<file path="src/hdl/stc_regs.svh">
// register offsets, field positions, reset values and timing counts of the timer
`ifndef STC_REGS_SVH
`define STC_REGS_SVH
`define STC_CTRL_IDX 12'hfcd
`define STC_CNTL_IDX 12'hfce
`define STC_CNTH_IDX 12'hfcf
`define STC_STAT_IDX 12'hfd0
`define STC_MASK_IDX 12'hfd1
`define STC_RUN_BIT 0
`define STC_WIDE_BIT 1
`define STC_SYNCN_BIT 2
`define STC_OSCEN_BIT 3
`define STC_PS_LSB 4
`define STC_CS_LSB 6
`define STC_OVF_BIT 0
`define STC_CTRL_RST 8'h00
`define STC_INSTR_DIV 4
`endif

</file>
<file path="src/hdl/stc_pkg.sv">
// types shared by the timer block
package stc_pkg;
  typedef enum logic [1:0] {
    STC_SRC_INSTR = 2'b00,
    STC_SRC_SYS = 2'b01,
    STC_SRC_EXT = 2'b10,
    STC_SRC_RSVD = 2'b11
  } stc_src_type;
  typedef enum logic [1:0] {
    STC_BUS_IDLE = 2'b00,
    STC_BUS_ACK = 2'b01
  } stc_bus_type;
  typedef struct packed {
    stc_src_type source;
    logic [1:0] prescale;
    logic osc_en;
    logic sync_n;
    logic wide;
    logic run;
  } stc_ctrl_type;
endpackage

</file>
<file path="src/hdl/stc_timer.sv">
// sixteen bit timer/counter with avalon-mm register slave
//
// The implementer's own choice: the Avalon-MM register port.
`timescale 1ns/1ps
`include "stc_regs.svh"
module stc_timer
  import stc_pkg::*;
#(
  parameter int CNT_W = 16
)(
  input wire logic clk_sys,
  input wire logic nrst,
  input wire logic [11:0] avs_address,
  input wire logic avs_read,
  input wire logic avs_write,
  input wire logic [31:0] avs_writedata,
  output logic [31:0] avs_readdata,
  output logic avs_waitrequest,
  input wire logic external_count_pin,
  input wire logic low_power_crystal_osc,
  input wire logic special_event_trigger,
  input wire logic companion_oscillator_enable,
  output logic crystal_driver_power,
  output logic alt_sys_clock_source,
  output logic [CNT_W-1:0] count,
  output logic irq
);
  // elaboration guard: the byte registers only cover sixteen bits
  if (CNT_W != 16)
  begin : g_width_check
    $error("count width must be 16");
  end

  // one cycle waitrequest slave
  stc_bus_type bus_q, bus_d;
  stc_ctrl_type ctrl_q, ctrl_d;
  logic [15:0] cnt_q, cnt_d;
  logic [7:0] hbuf_q, hbuf_d;
  logic [7:0] wbuf_q, wbuf_d;
  logic stat_q, stat_d;
  logic mask_q, mask_d;
  logic [31:0] rdata_q, rdata_d;
  logic ps_q, ps_d;
  logic [2:0] pre_q, pre_d;
  logic [1:0] idiv_q, idiv_d;
  logic ext_m_q, ext_s_q, ext_p_q;
  logic ext_raw, ext_in, ext_rise, tick, pre_full, ovf;
  logic req, ack, wr_ctrl, wr_lo, wr_hi, wr_stat, wr_mask, rd_lo;
  logic wait_q, wait_d;
  logic [7:0] wbyte;
  logic [15:0] cnt_inc;
  logic crys_q, crys_d, alt_q, alt_d;

  function automatic logic [2:0] pre_limit(input logic [1:0] sel);
    case (sel)
      2'b01: pre_limit = 3'h1;
      2'b10: pre_limit = 3'h3;
      2'b11: pre_limit = 3'h7;
      default: pre_limit = 3'h0;
    endcase
  endfunction

  // access strobes
  assign req = (avs_read | avs_write) & (bus_q == STC_BUS_IDLE);
  // writes land on the edge where waitrequest is seen low
  assign ack = (avs_read | avs_write) & (bus_q == STC_BUS_ACK);
  assign wbyte = avs_writedata[7:0];
  assign wr_ctrl = ack & avs_write & (avs_address == `STC_CTRL_IDX);
  assign wr_lo = ack & avs_write & (avs_address == `STC_CNTL_IDX);
  assign wr_hi = ack & avs_write & (avs_address == `STC_CNTH_IDX);
  assign wr_stat = ack & avs_write & (avs_address == `STC_STAT_IDX);
  assign wr_mask = ack & avs_write & (avs_address == `STC_MASK_IDX);
  assign rd_lo = req & avs_read & (avs_address == `STC_CNTL_IDX);

  // external clock source and synchronizer
  assign ext_raw = ctrl_q.osc_en ? low_power_crystal_osc : external_count_pin;
  assign ext_in = ctrl_q.sync_n ? ext_raw : ext_s_q;
  assign ext_rise = ext_in & ~ext_p_q;
  assign pre_full = (pre_q == pre_limit(ctrl_q.prescale));
  assign cnt_inc = cnt_q + 16'h0001;
  assign ovf = tick & (cnt_q == 16'hffff);

  // count clock selection and prescaler
  always_comb
  begin
    idiv_d = idiv_q + 2'h1;
    unique case (ctrl_q.source)
      STC_SRC_SYS: ps_d = 1'b1;
      STC_SRC_INSTR: ps_d = (idiv_q == 2'(`STC_INSTR_DIV - 1));
      STC_SRC_EXT: ps_d = ext_rise;
      default: ps_d = 1'b0;
    endcase
    ps_d = ps_d & ctrl_q.run;
    pre_d = pre_q;
    tick = 1'b0;
    if (ps_q)
    begin
      pre_d = pre_full ? 3'h0 : pre_q + 3'h1;
      tick = pre_full & ctrl_q.run;
    end
    if (wr_ctrl)
      pre_d = 3'h0; // a new divide ratio starts from a clean count
  end

  // registers, counter and byte buffers
  always_comb
  begin
    ctrl_d = wr_ctrl ? stc_ctrl_type'(wbyte) : ctrl_q;
    mask_d = wr_mask ? wbyte[`STC_OVF_BIT] : mask_q;
    hbuf_d = rd_lo ? cnt_q[15:8] : hbuf_q;
    wbuf_d = (wr_hi & ctrl_q.wide) ? wbyte : wbuf_q;
    cnt_d = tick ? cnt_inc : cnt_q;
    if (wr_lo)
      cnt_d = ctrl_q.wide ? {wbuf_q, wbyte} : {cnt_q[15:8], wbyte};
    else if (wr_hi & ~ctrl_q.wide)
      cnt_d = {wbyte, cnt_q[7:0]};
    if (special_event_trigger)
      cnt_d = 16'h0000;
    stat_d = (stat_q & ~(wr_stat & wbyte[`STC_OVF_BIT])) | ovf;
    crys_d = ctrl_q.osc_en | companion_oscillator_enable;
    alt_d = crys_d & low_power_crystal_osc;
  end

  // read data and waitrequest
  always_comb
  begin
    rdata_d = rdata_q;
    bus_d = STC_BUS_IDLE;
    wait_d = 1'b1;
    if (req)
    begin
      bus_d = STC_BUS_ACK;
      wait_d = 1'b0;
      rdata_d = 32'h0;
      unique case (avs_address)
        `STC_CTRL_IDX: rdata_d[7:0] = ctrl_q;
        `STC_CNTL_IDX: rdata_d[7:0] = cnt_q[7:0];
        `STC_CNTH_IDX: rdata_d[7:0] = ctrl_q.wide ? hbuf_q : cnt_q[15:8];
        `STC_STAT_IDX: rdata_d[0] = stat_q;
        `STC_MASK_IDX: rdata_d[0] = mask_q;
        default: rdata_d = 32'h0;
      endcase
    end
  end

  // state registers
  always_ff @(posedge clk_sys)
  begin
    if (!nrst)
    begin
      bus_q <= STC_BUS_IDLE;
      wait_q <= 1'b1;
      ctrl_q <= stc_ctrl_type'(`STC_CTRL_RST);
      cnt_q <= 16'h0000;
      hbuf_q <= 8'h00;
      wbuf_q <= 8'h00;
      stat_q <= 1'b0;
      mask_q <= 1'b0;
      rdata_q <= 32'h0;
      ps_q <= 1'b0;
      pre_q <= 3'h0;
      idiv_q <= 2'h0;
      ext_m_q <= 1'b0;
      ext_s_q <= 1'b0;
      ext_p_q <= 1'b0;
      crys_q <= 1'b0;
      alt_q <= 1'b0;
    end
    else
    begin
      bus_q <= bus_d;
      wait_q <= wait_d;
      ctrl_q <= ctrl_d;
      cnt_q <= cnt_d;
      hbuf_q <= hbuf_d;
      wbuf_q <= wbuf_d;
      stat_q <= stat_d;
      mask_q <= mask_d;
      rdata_q <= rdata_d;
      ps_q <= ps_d;
      pre_q <= pre_d;
      idiv_q <= idiv_d;
      ext_m_q <= ext_raw;
      ext_s_q <= ext_m_q;
      ext_p_q <= ext_in; // last level for the edge detect
      crys_q <= crys_d;
      alt_q <= alt_d;
    end
  end

  // outputs straight from flip-flops
  assign avs_readdata = rdata_q;
  assign avs_waitrequest = wait_q;
  assign count = cnt_q;
  assign crystal_driver_power = crys_q;
  assign alt_sys_clock_source = alt_q;
  // level interrupt, high while flag and mask are both set
  logic irq_q;
  always_ff @(posedge clk_sys)
  begin
    if (!nrst)
      irq_q <= 1'b0;
    else
      irq_q <= stat_d & mask_d;
  end
  assign irq = irq_q;

  // assertions
  property p_clear;
    @(posedge clk_sys) disable iff (!nrst)
      special_event_trigger |=> (cnt_q == 16'h0000);
  endproperty
  a_clear: assert property (p_clear) else $error("trigger did not clear count");

  property p_stop;
    @(posedge clk_sys) disable iff (!nrst)
      (!ctrl_q.run && !wr_lo && !wr_hi && !special_event_trigger) |=> $stable(cnt_q);
  endproperty
  a_stop: assert property (p_stop) else $error("count moved while stopped");

  property p_sys;
    @(posedge clk_sys) disable iff (!nrst)
      (ctrl_q.run && ctrl_q.source == STC_SRC_SYS && ctrl_q.prescale == 2'b00 && !wr_ctrl)
      ##1 (ctrl_q.run && !wr_lo && !wr_hi && !special_event_trigger)
      |=> (cnt_q == $past(cnt_q) + 16'h0001);
  endproperty
  a_sys: assert property (p_sys) else $error("system clock count missing");

  property p_pre;
    @(posedge clk_sys) disable iff (!nrst)
      tick |-> (pre_q == pre_limit(ctrl_q.prescale));
  endproperty
  a_pre: assert property (p_pre) else $error("prescaler tick wrong");

  property p_ovf;
    @(posedge clk_sys) disable iff (!nrst)
      ovf |=> stat_q;
  endproperty
  a_ovf: assert property (p_ovf) else $error("overflow flag not set");

  property p_crys;
    @(posedge clk_sys) disable iff (!nrst)
      ##1 1'b1 |-> (crystal_driver_power == $past(ctrl_q.osc_en | companion_oscillator_enable));
  endproperty
  a_crys: assert property (p_crys) else $error("crystal power wrong");

  property p_wide;
    @(posedge clk_sys) disable iff (!nrst)
      (wr_hi && ctrl_q.wide && !special_event_trigger && !tick) |=> $stable(cnt_q[15:8]);
  endproperty
  a_wide: assert property (p_wide) else $error("wide high write not buffered");

  property p_irq;
    @(posedge clk_sys) disable iff (!nrst)
      (stat_q && mask_q) |-> ##[0:1] irq;
  endproperty
  a_irq: assert property (p_irq) else $error("irq not raised");

  // an unsynchronized pin edge reaches the counter one cycle later
  property p_unsync;
    @(posedge clk_sys) disable iff (!nrst)
      (ctrl_q.run && ctrl_q.source == STC_SRC_EXT && ctrl_q.sync_n && !ctrl_q.osc_en
       && ctrl_q.prescale == 2'b00 && !wr_ctrl && external_count_pin && !ext_p_q) |=> tick;
  endproperty
  a_unsync: assert property (p_unsync) else $error("unsynchronized edge not counted");

  // a synchronized edge reaches the counter two cycles after the first flop
  property p_sync;
    @(posedge clk_sys) disable iff (!nrst)
      (ctrl_q.run && ctrl_q.source == STC_SRC_EXT && !ctrl_q.sync_n
       && ctrl_q.prescale == 2'b00 && !wr_ctrl && ext_m_q && !ext_s_q)
      ##1 !wr_ctrl |=> tick;
  endproperty
  a_sync: assert property (p_sync) else $error("synchronized edge not counted");

  // every request is answered after exactly one wait cycle
  property p_wait;
    @(posedge clk_sys) disable iff (!nrst)
      ((avs_read || avs_write) && avs_waitrequest) |=> !avs_waitrequest;
  endproperty
  a_wait: assert property (p_wait) else $error("request not answered");

  // alternate clock follows the crystal only while its driver is powered
  property p_alt;
    @(posedge clk_sys) disable iff (!nrst)
      1'b1 |=> alt_sys_clock_source
        == $past((ctrl_q.osc_en | companion_oscillator_enable) & low_power_crystal_osc);
  endproperty
  a_alt: assert property (p_alt) else $error("alternate clock wrong");

  // main scenarios
  c_ovf: cover property (@(posedge clk_sys) disable iff (!nrst) ovf);
  c_unsync: cover property (@(posedge clk_sys) disable iff (!nrst) tick && ctrl_q.sync_n);
  c_xtal: cover property (@(posedge clk_sys) disable iff (!nrst) tick && ctrl_q.osc_en);
  c_trig: cover property (@(posedge clk_sys) disable iff (!nrst) special_event_trigger);
  c_wide: cover property (@(posedge clk_sys) disable iff (!nrst) wr_lo && ctrl_q.wide);
endmodule

</file>
<file path="config.mk">
export PLATFORM = sky130hd
export DESIGN_NAME = stc_timer
export DESIGN_NICKNAME = d
export VERILOG_FILES = /design/src/hdl/stc_pkg.sv /design/src/hdl/stc_timer.sv
export VERILOG_INCLUDE_DIRS = /design/src /design/src/hdl
export SDC_FILE = /design/constraint.sdc
export NUM_CORES = 1
export LEC_CHECK = 0
export BUFFER_PORTS_ARGS = -buffer_cell sky130_fd_sc_hd__buf_2
export CORE_MARGIN = 2
export CORE_UTILIZATION = 45
export CTS_BUF_LIST = sky130_fd_sc_hd__clkbuf_16
export DETAILED_ROUTE_END_ITERATION = 10
export HOLD_SLACK_MARGIN = 0.12
export PLACE_DENSITY = 0.71
export REMOVE_ABC_BUFFERS = 1
export SLEW_MARGIN = 15
export SYNTH_ARGS = -nofsm -noshare
export SYNTH_HDL_FRONTEND = slang
export SYNTH_SLANG_ARGS = --single-unit
export TNS_END_PERCENT = 1
</file>
<file path="constraint.sdc">
create_clock -name clk_sys -period 5.8 [get_ports clk_sys]
set_clock_uncertainty 0.2 [all_clocks]
set_input_delay 1.74 -clock clk_sys [delete_from_list [all_inputs] [get_ports clk_sys]]
set_output_delay 1.74 -clock clk_sys [all_outputs]
set_load 0.01 [all_outputs]
</file>
==> flow_metrics.tcl <==
set metrics [dict create \
    core.rowCount 32 \
    period_minus_slack_ns 3.84 \
    synth-seq-area-share 0.360 \
    crit_arrival_ns 3.85 \
    drt_wl_total_um 8860 \
    drt_iter0_markers 254 \
    hold_depth 1 \
    grt_pass1_wl_um 14500 \
    min_path_type "flop to flop" \
    cts_buffer_depth 2 \
    synth-xor-area-share 0.0221 \
    drtAntennaViolNets 0 \
    ys_warn_count 0 \
    p_seq_frac 0.443 \
    detail_route.wl_per_cell_um 15.9 \
    port_buffers 55 \
    reg2reg_from "ctrl_q[1]" \
    dieWidth_um 93.0 \
    grt_use_total 0.216 \
    rr_worst_depth 3 \
    placed_area_um2 3760 \
    cp-end-kind "flop" \
    status "completed" \
    cp-start-kind "primary input" \
    switching_share 0.218 \
    path_class "primary input to flop" \
    synth.avg_cell_area_um2 8.69 \
    antenna_found_initial 0 \
    finalSetupViolCount 0 \
    path_common_cell "nor2b_1" \
    cap_viol_max_count 0 \
    combPwrFrac 0.055 \
    syn_inst 410 \
    grt_max_degree 39 \
    dieArea_um2 8640 \
    power.switching_w 0.000219 \
    holdCritStartpoint "idiv_q[0]" \
    synth_ff_type "dfxtp_1" \
    utilization 0.525 \
    cts_buffers 9 \
    dp_hpwl_um 6270 \
    rsz0062_at_grt "false" \
    diodes 0 \
    ys_types 58 \
    final_layout_size_suffix_gt1_frac 0.180 \
    cts.reportedPaths.clkPinSlew_ns 0.05 \
    cts_sinks 64 \
    area_delta_synth_final_pct 13.3 \
    total_power_w 0.00101 \
    whs_endpoint "idiv_q[0]" \
    synth.area.mux_share 0.0791 \
    fmax_mhz 261 \
    coreArea_um2 7690 \
    drt-vias-per-instance 5.57 \
    ioPinCount 104 \
    pwr_density_cell_nw_per_um2 249 \
    ys_seq_elements 64 \
    max-slew-margin-rel 0.409 \
    synthArstFlopShare 0 \
    worst-path-max-fanout 22 \
    die_h_um 93.0 \
    post_cts_resized 0 \
    ir_worst_vdd_uv 143 \
    drt_pass1_iterations 5 \
    slowest_delay_ns 0.65 \
    slew_violations 0 \
    ctsHoldBuffers 0 \
    slowest_stage "nor4_4" \
    synth_top_family_by_area "simple AND/OR/NAND/NOR gates" \
    synth_compound_area_frac 0.182 \
    synthSimpleGateAreaFrac 0.257 \
    design_area_um2 4040 \
    postCtsSetupBuffers 0 \
    nets 507 \
    finalCritPeriodShare 0.661 \
    hold_viol 0 \
    initial_core_util 0.463 \
    netlist_area_um2 3560 \
    clk_latency_ns 0.33 \
    gp_congestion 0.957 \
    route.detailed.drc 0 \
    tightest_slew_ns 0.885 \
    grt.overflow.total 0 \
    ctsRootBufferMaster "clkbuf_16" \
    crit_required_ns 5.82 \
    vias 3107 \
    p_int_w 0.000786 \
    synth_fa_ha_area_frac 0.0105 \
    cts_tree "done" \
    fin_ws_ns 1.96 \
    p_leak_nw 1.64 \
    htree_num_levels 3 \
    power.clock.fraction 0.502 \
    grt_pass1_vias 2842 \
    crit_chain "buf_2 -> nor2b_1 -> buf_4 -> nand3b_1 -> nor4_4 -> mux2i_1 -> nor2b_1" \
    synth-edff-count 0 \
    timing.rr.end "wbuf_q[5]" \
    setup_tns_ns 0 \
    dp_slack_ns 1.67 \
    regToRegSetupSlack_ns 3.36 \
]
==> sequential cells by signal (all words and copies together) (netlist names), 2 cells and up <==
signal / cells
hbuf_q: 8
idiv_q: 2
ctrl_q: 8
count: 16
pre_q: 3
wbuf_q: 8
avs_readdata: 8
==> synthesized netlist by cell type, drive strengths merged, types with 2 or more instances <==
cell / count / area share
a31oi: 7 / 0.012
inv: 4 / 0.0042
xnor2: 7 / 0.017
o21a: 2 / 0.0042
nand2b: 8 / 0.016
and4: 2 / 0.0049
a211oi: 4 / 0.0084
a22o: 5 / 0.012
o31a: 2 / 0.0049
a21boi: 8 / 0.017
nand4: 8 / 0.016
a22oi: 9 / 0.019
and2: 6 / 0.011
o21ai: 24 / 0.034
dfxtp: 64 / 0.36
clkbuf: 9 / 0.0095
nor2: 21 / 0.022
o211ai: 4 / 0.0084
and3: 2 / 0.0035
nor3b: 2 / 0.0042
buf: 39 / 0.074
nand4b: 2 / 0.0049
a21o: 2 / 0.0042
a21oi: 18 / 0.025
nor3: 6 / 0.0084
nand2: 43 / 0.045
mux2i: 27 / 0.076
nand3b: 7 / 0.022
nor4: 5 / 0.017
xor2: 2 / 0.0049
nor2b: 28 / 0.050
a41o: 2 / 0.0056
ha: 3 / 0.011
nand3: 15 / 0.022
==> metal layers <==
| metal | vias up | share of wire | GRT usage |
|---|---|---|---|
| met5 | - | 0 | 0 |
| met4 | 0 | 0.024 | 0.0931 |
| met3 | 24 | 0.098 | 0.0480 |
| met2 | 167 | 0.44 | 0.313 |
| met1 | 1413 | 0.44 | 0.307 |
| li1 | 1503 | - | - |
==> critical path, delay by kind of cell <==
family	cells	cell delay (ns)
AND/OR/NAND/NOR	4	1.26
buffers and inverters	2	0.56
multiplexers	1	0.28
==> worst max-delay path by stage <==
stage	start	depth (start not counted)	end
floorplan	avs_address[5]	6	count[8]
global placement	avs_address[1]	7	count[8]
detailed placement	avs_address[1]	7	hbuf_q[2]
CTS	avs_address[1]	7	hbuf_q[2]
global route	avs_address[1]	7	count[14]
finish	avs_address[1]	7	hbuf_q[3]
==> metrics by stage <==
step                hold WS, ns  std cells
floorplan                 0.198        385
global placement          0.209        543
detailed placement        0.217        543
CTS                       0.229        558
global route              0.246        558
finish                    0.224        558
==> power by group through the flow <==
stage          sequential, W  clock (W)  combinational [W]
4_1_cts             0.000445   0.000514          0.0000546
2_1_floorplan       0.000455          0          0.0000260
6_report            0.000446   0.000505          0.0000549
3_5_place_dp        0.000455          0          0.0000545
3_3_place_gp        0.000454          0          0.0000534
5_1_grt             0.000445   0.000532          0.0000607
==> cell families after synthesis <==
logic type / count (synthesis)
buffers and inverters: 52
muxes: 28
adders and majority gates: 3
AOI/OAI and AO/OA: 94
and+or+nand+nor: 159
other: 1
DFF: 64
xor gates and xnor gates: 9
==> layout by cell type (no fill, tap or decap), drive strengths merged, types with 8 or more instances in the layout <==
cell	count
a21boi	8
buf	56
nand4	8
conb	24
nand3	15
o21ai	24
clkbuf	9
dfxtp	64
mux2i	27
nand2	43
nor2b	28
a21oi	18
nand2b	8
nor2	21
a22oi	9
==> area by class of cell <==
class                   instances  area (um2)
multi-input cells             317        2050
clock inverters                 6        51.3
inverters                       4        15.0
fillers                       735        3650
clock buffers                   9         225
well taps                     102         128
repair buffers                 56         283
flip-flops and latches         64        1280
No activity file was read; power rests on OpenSTA's default activity.
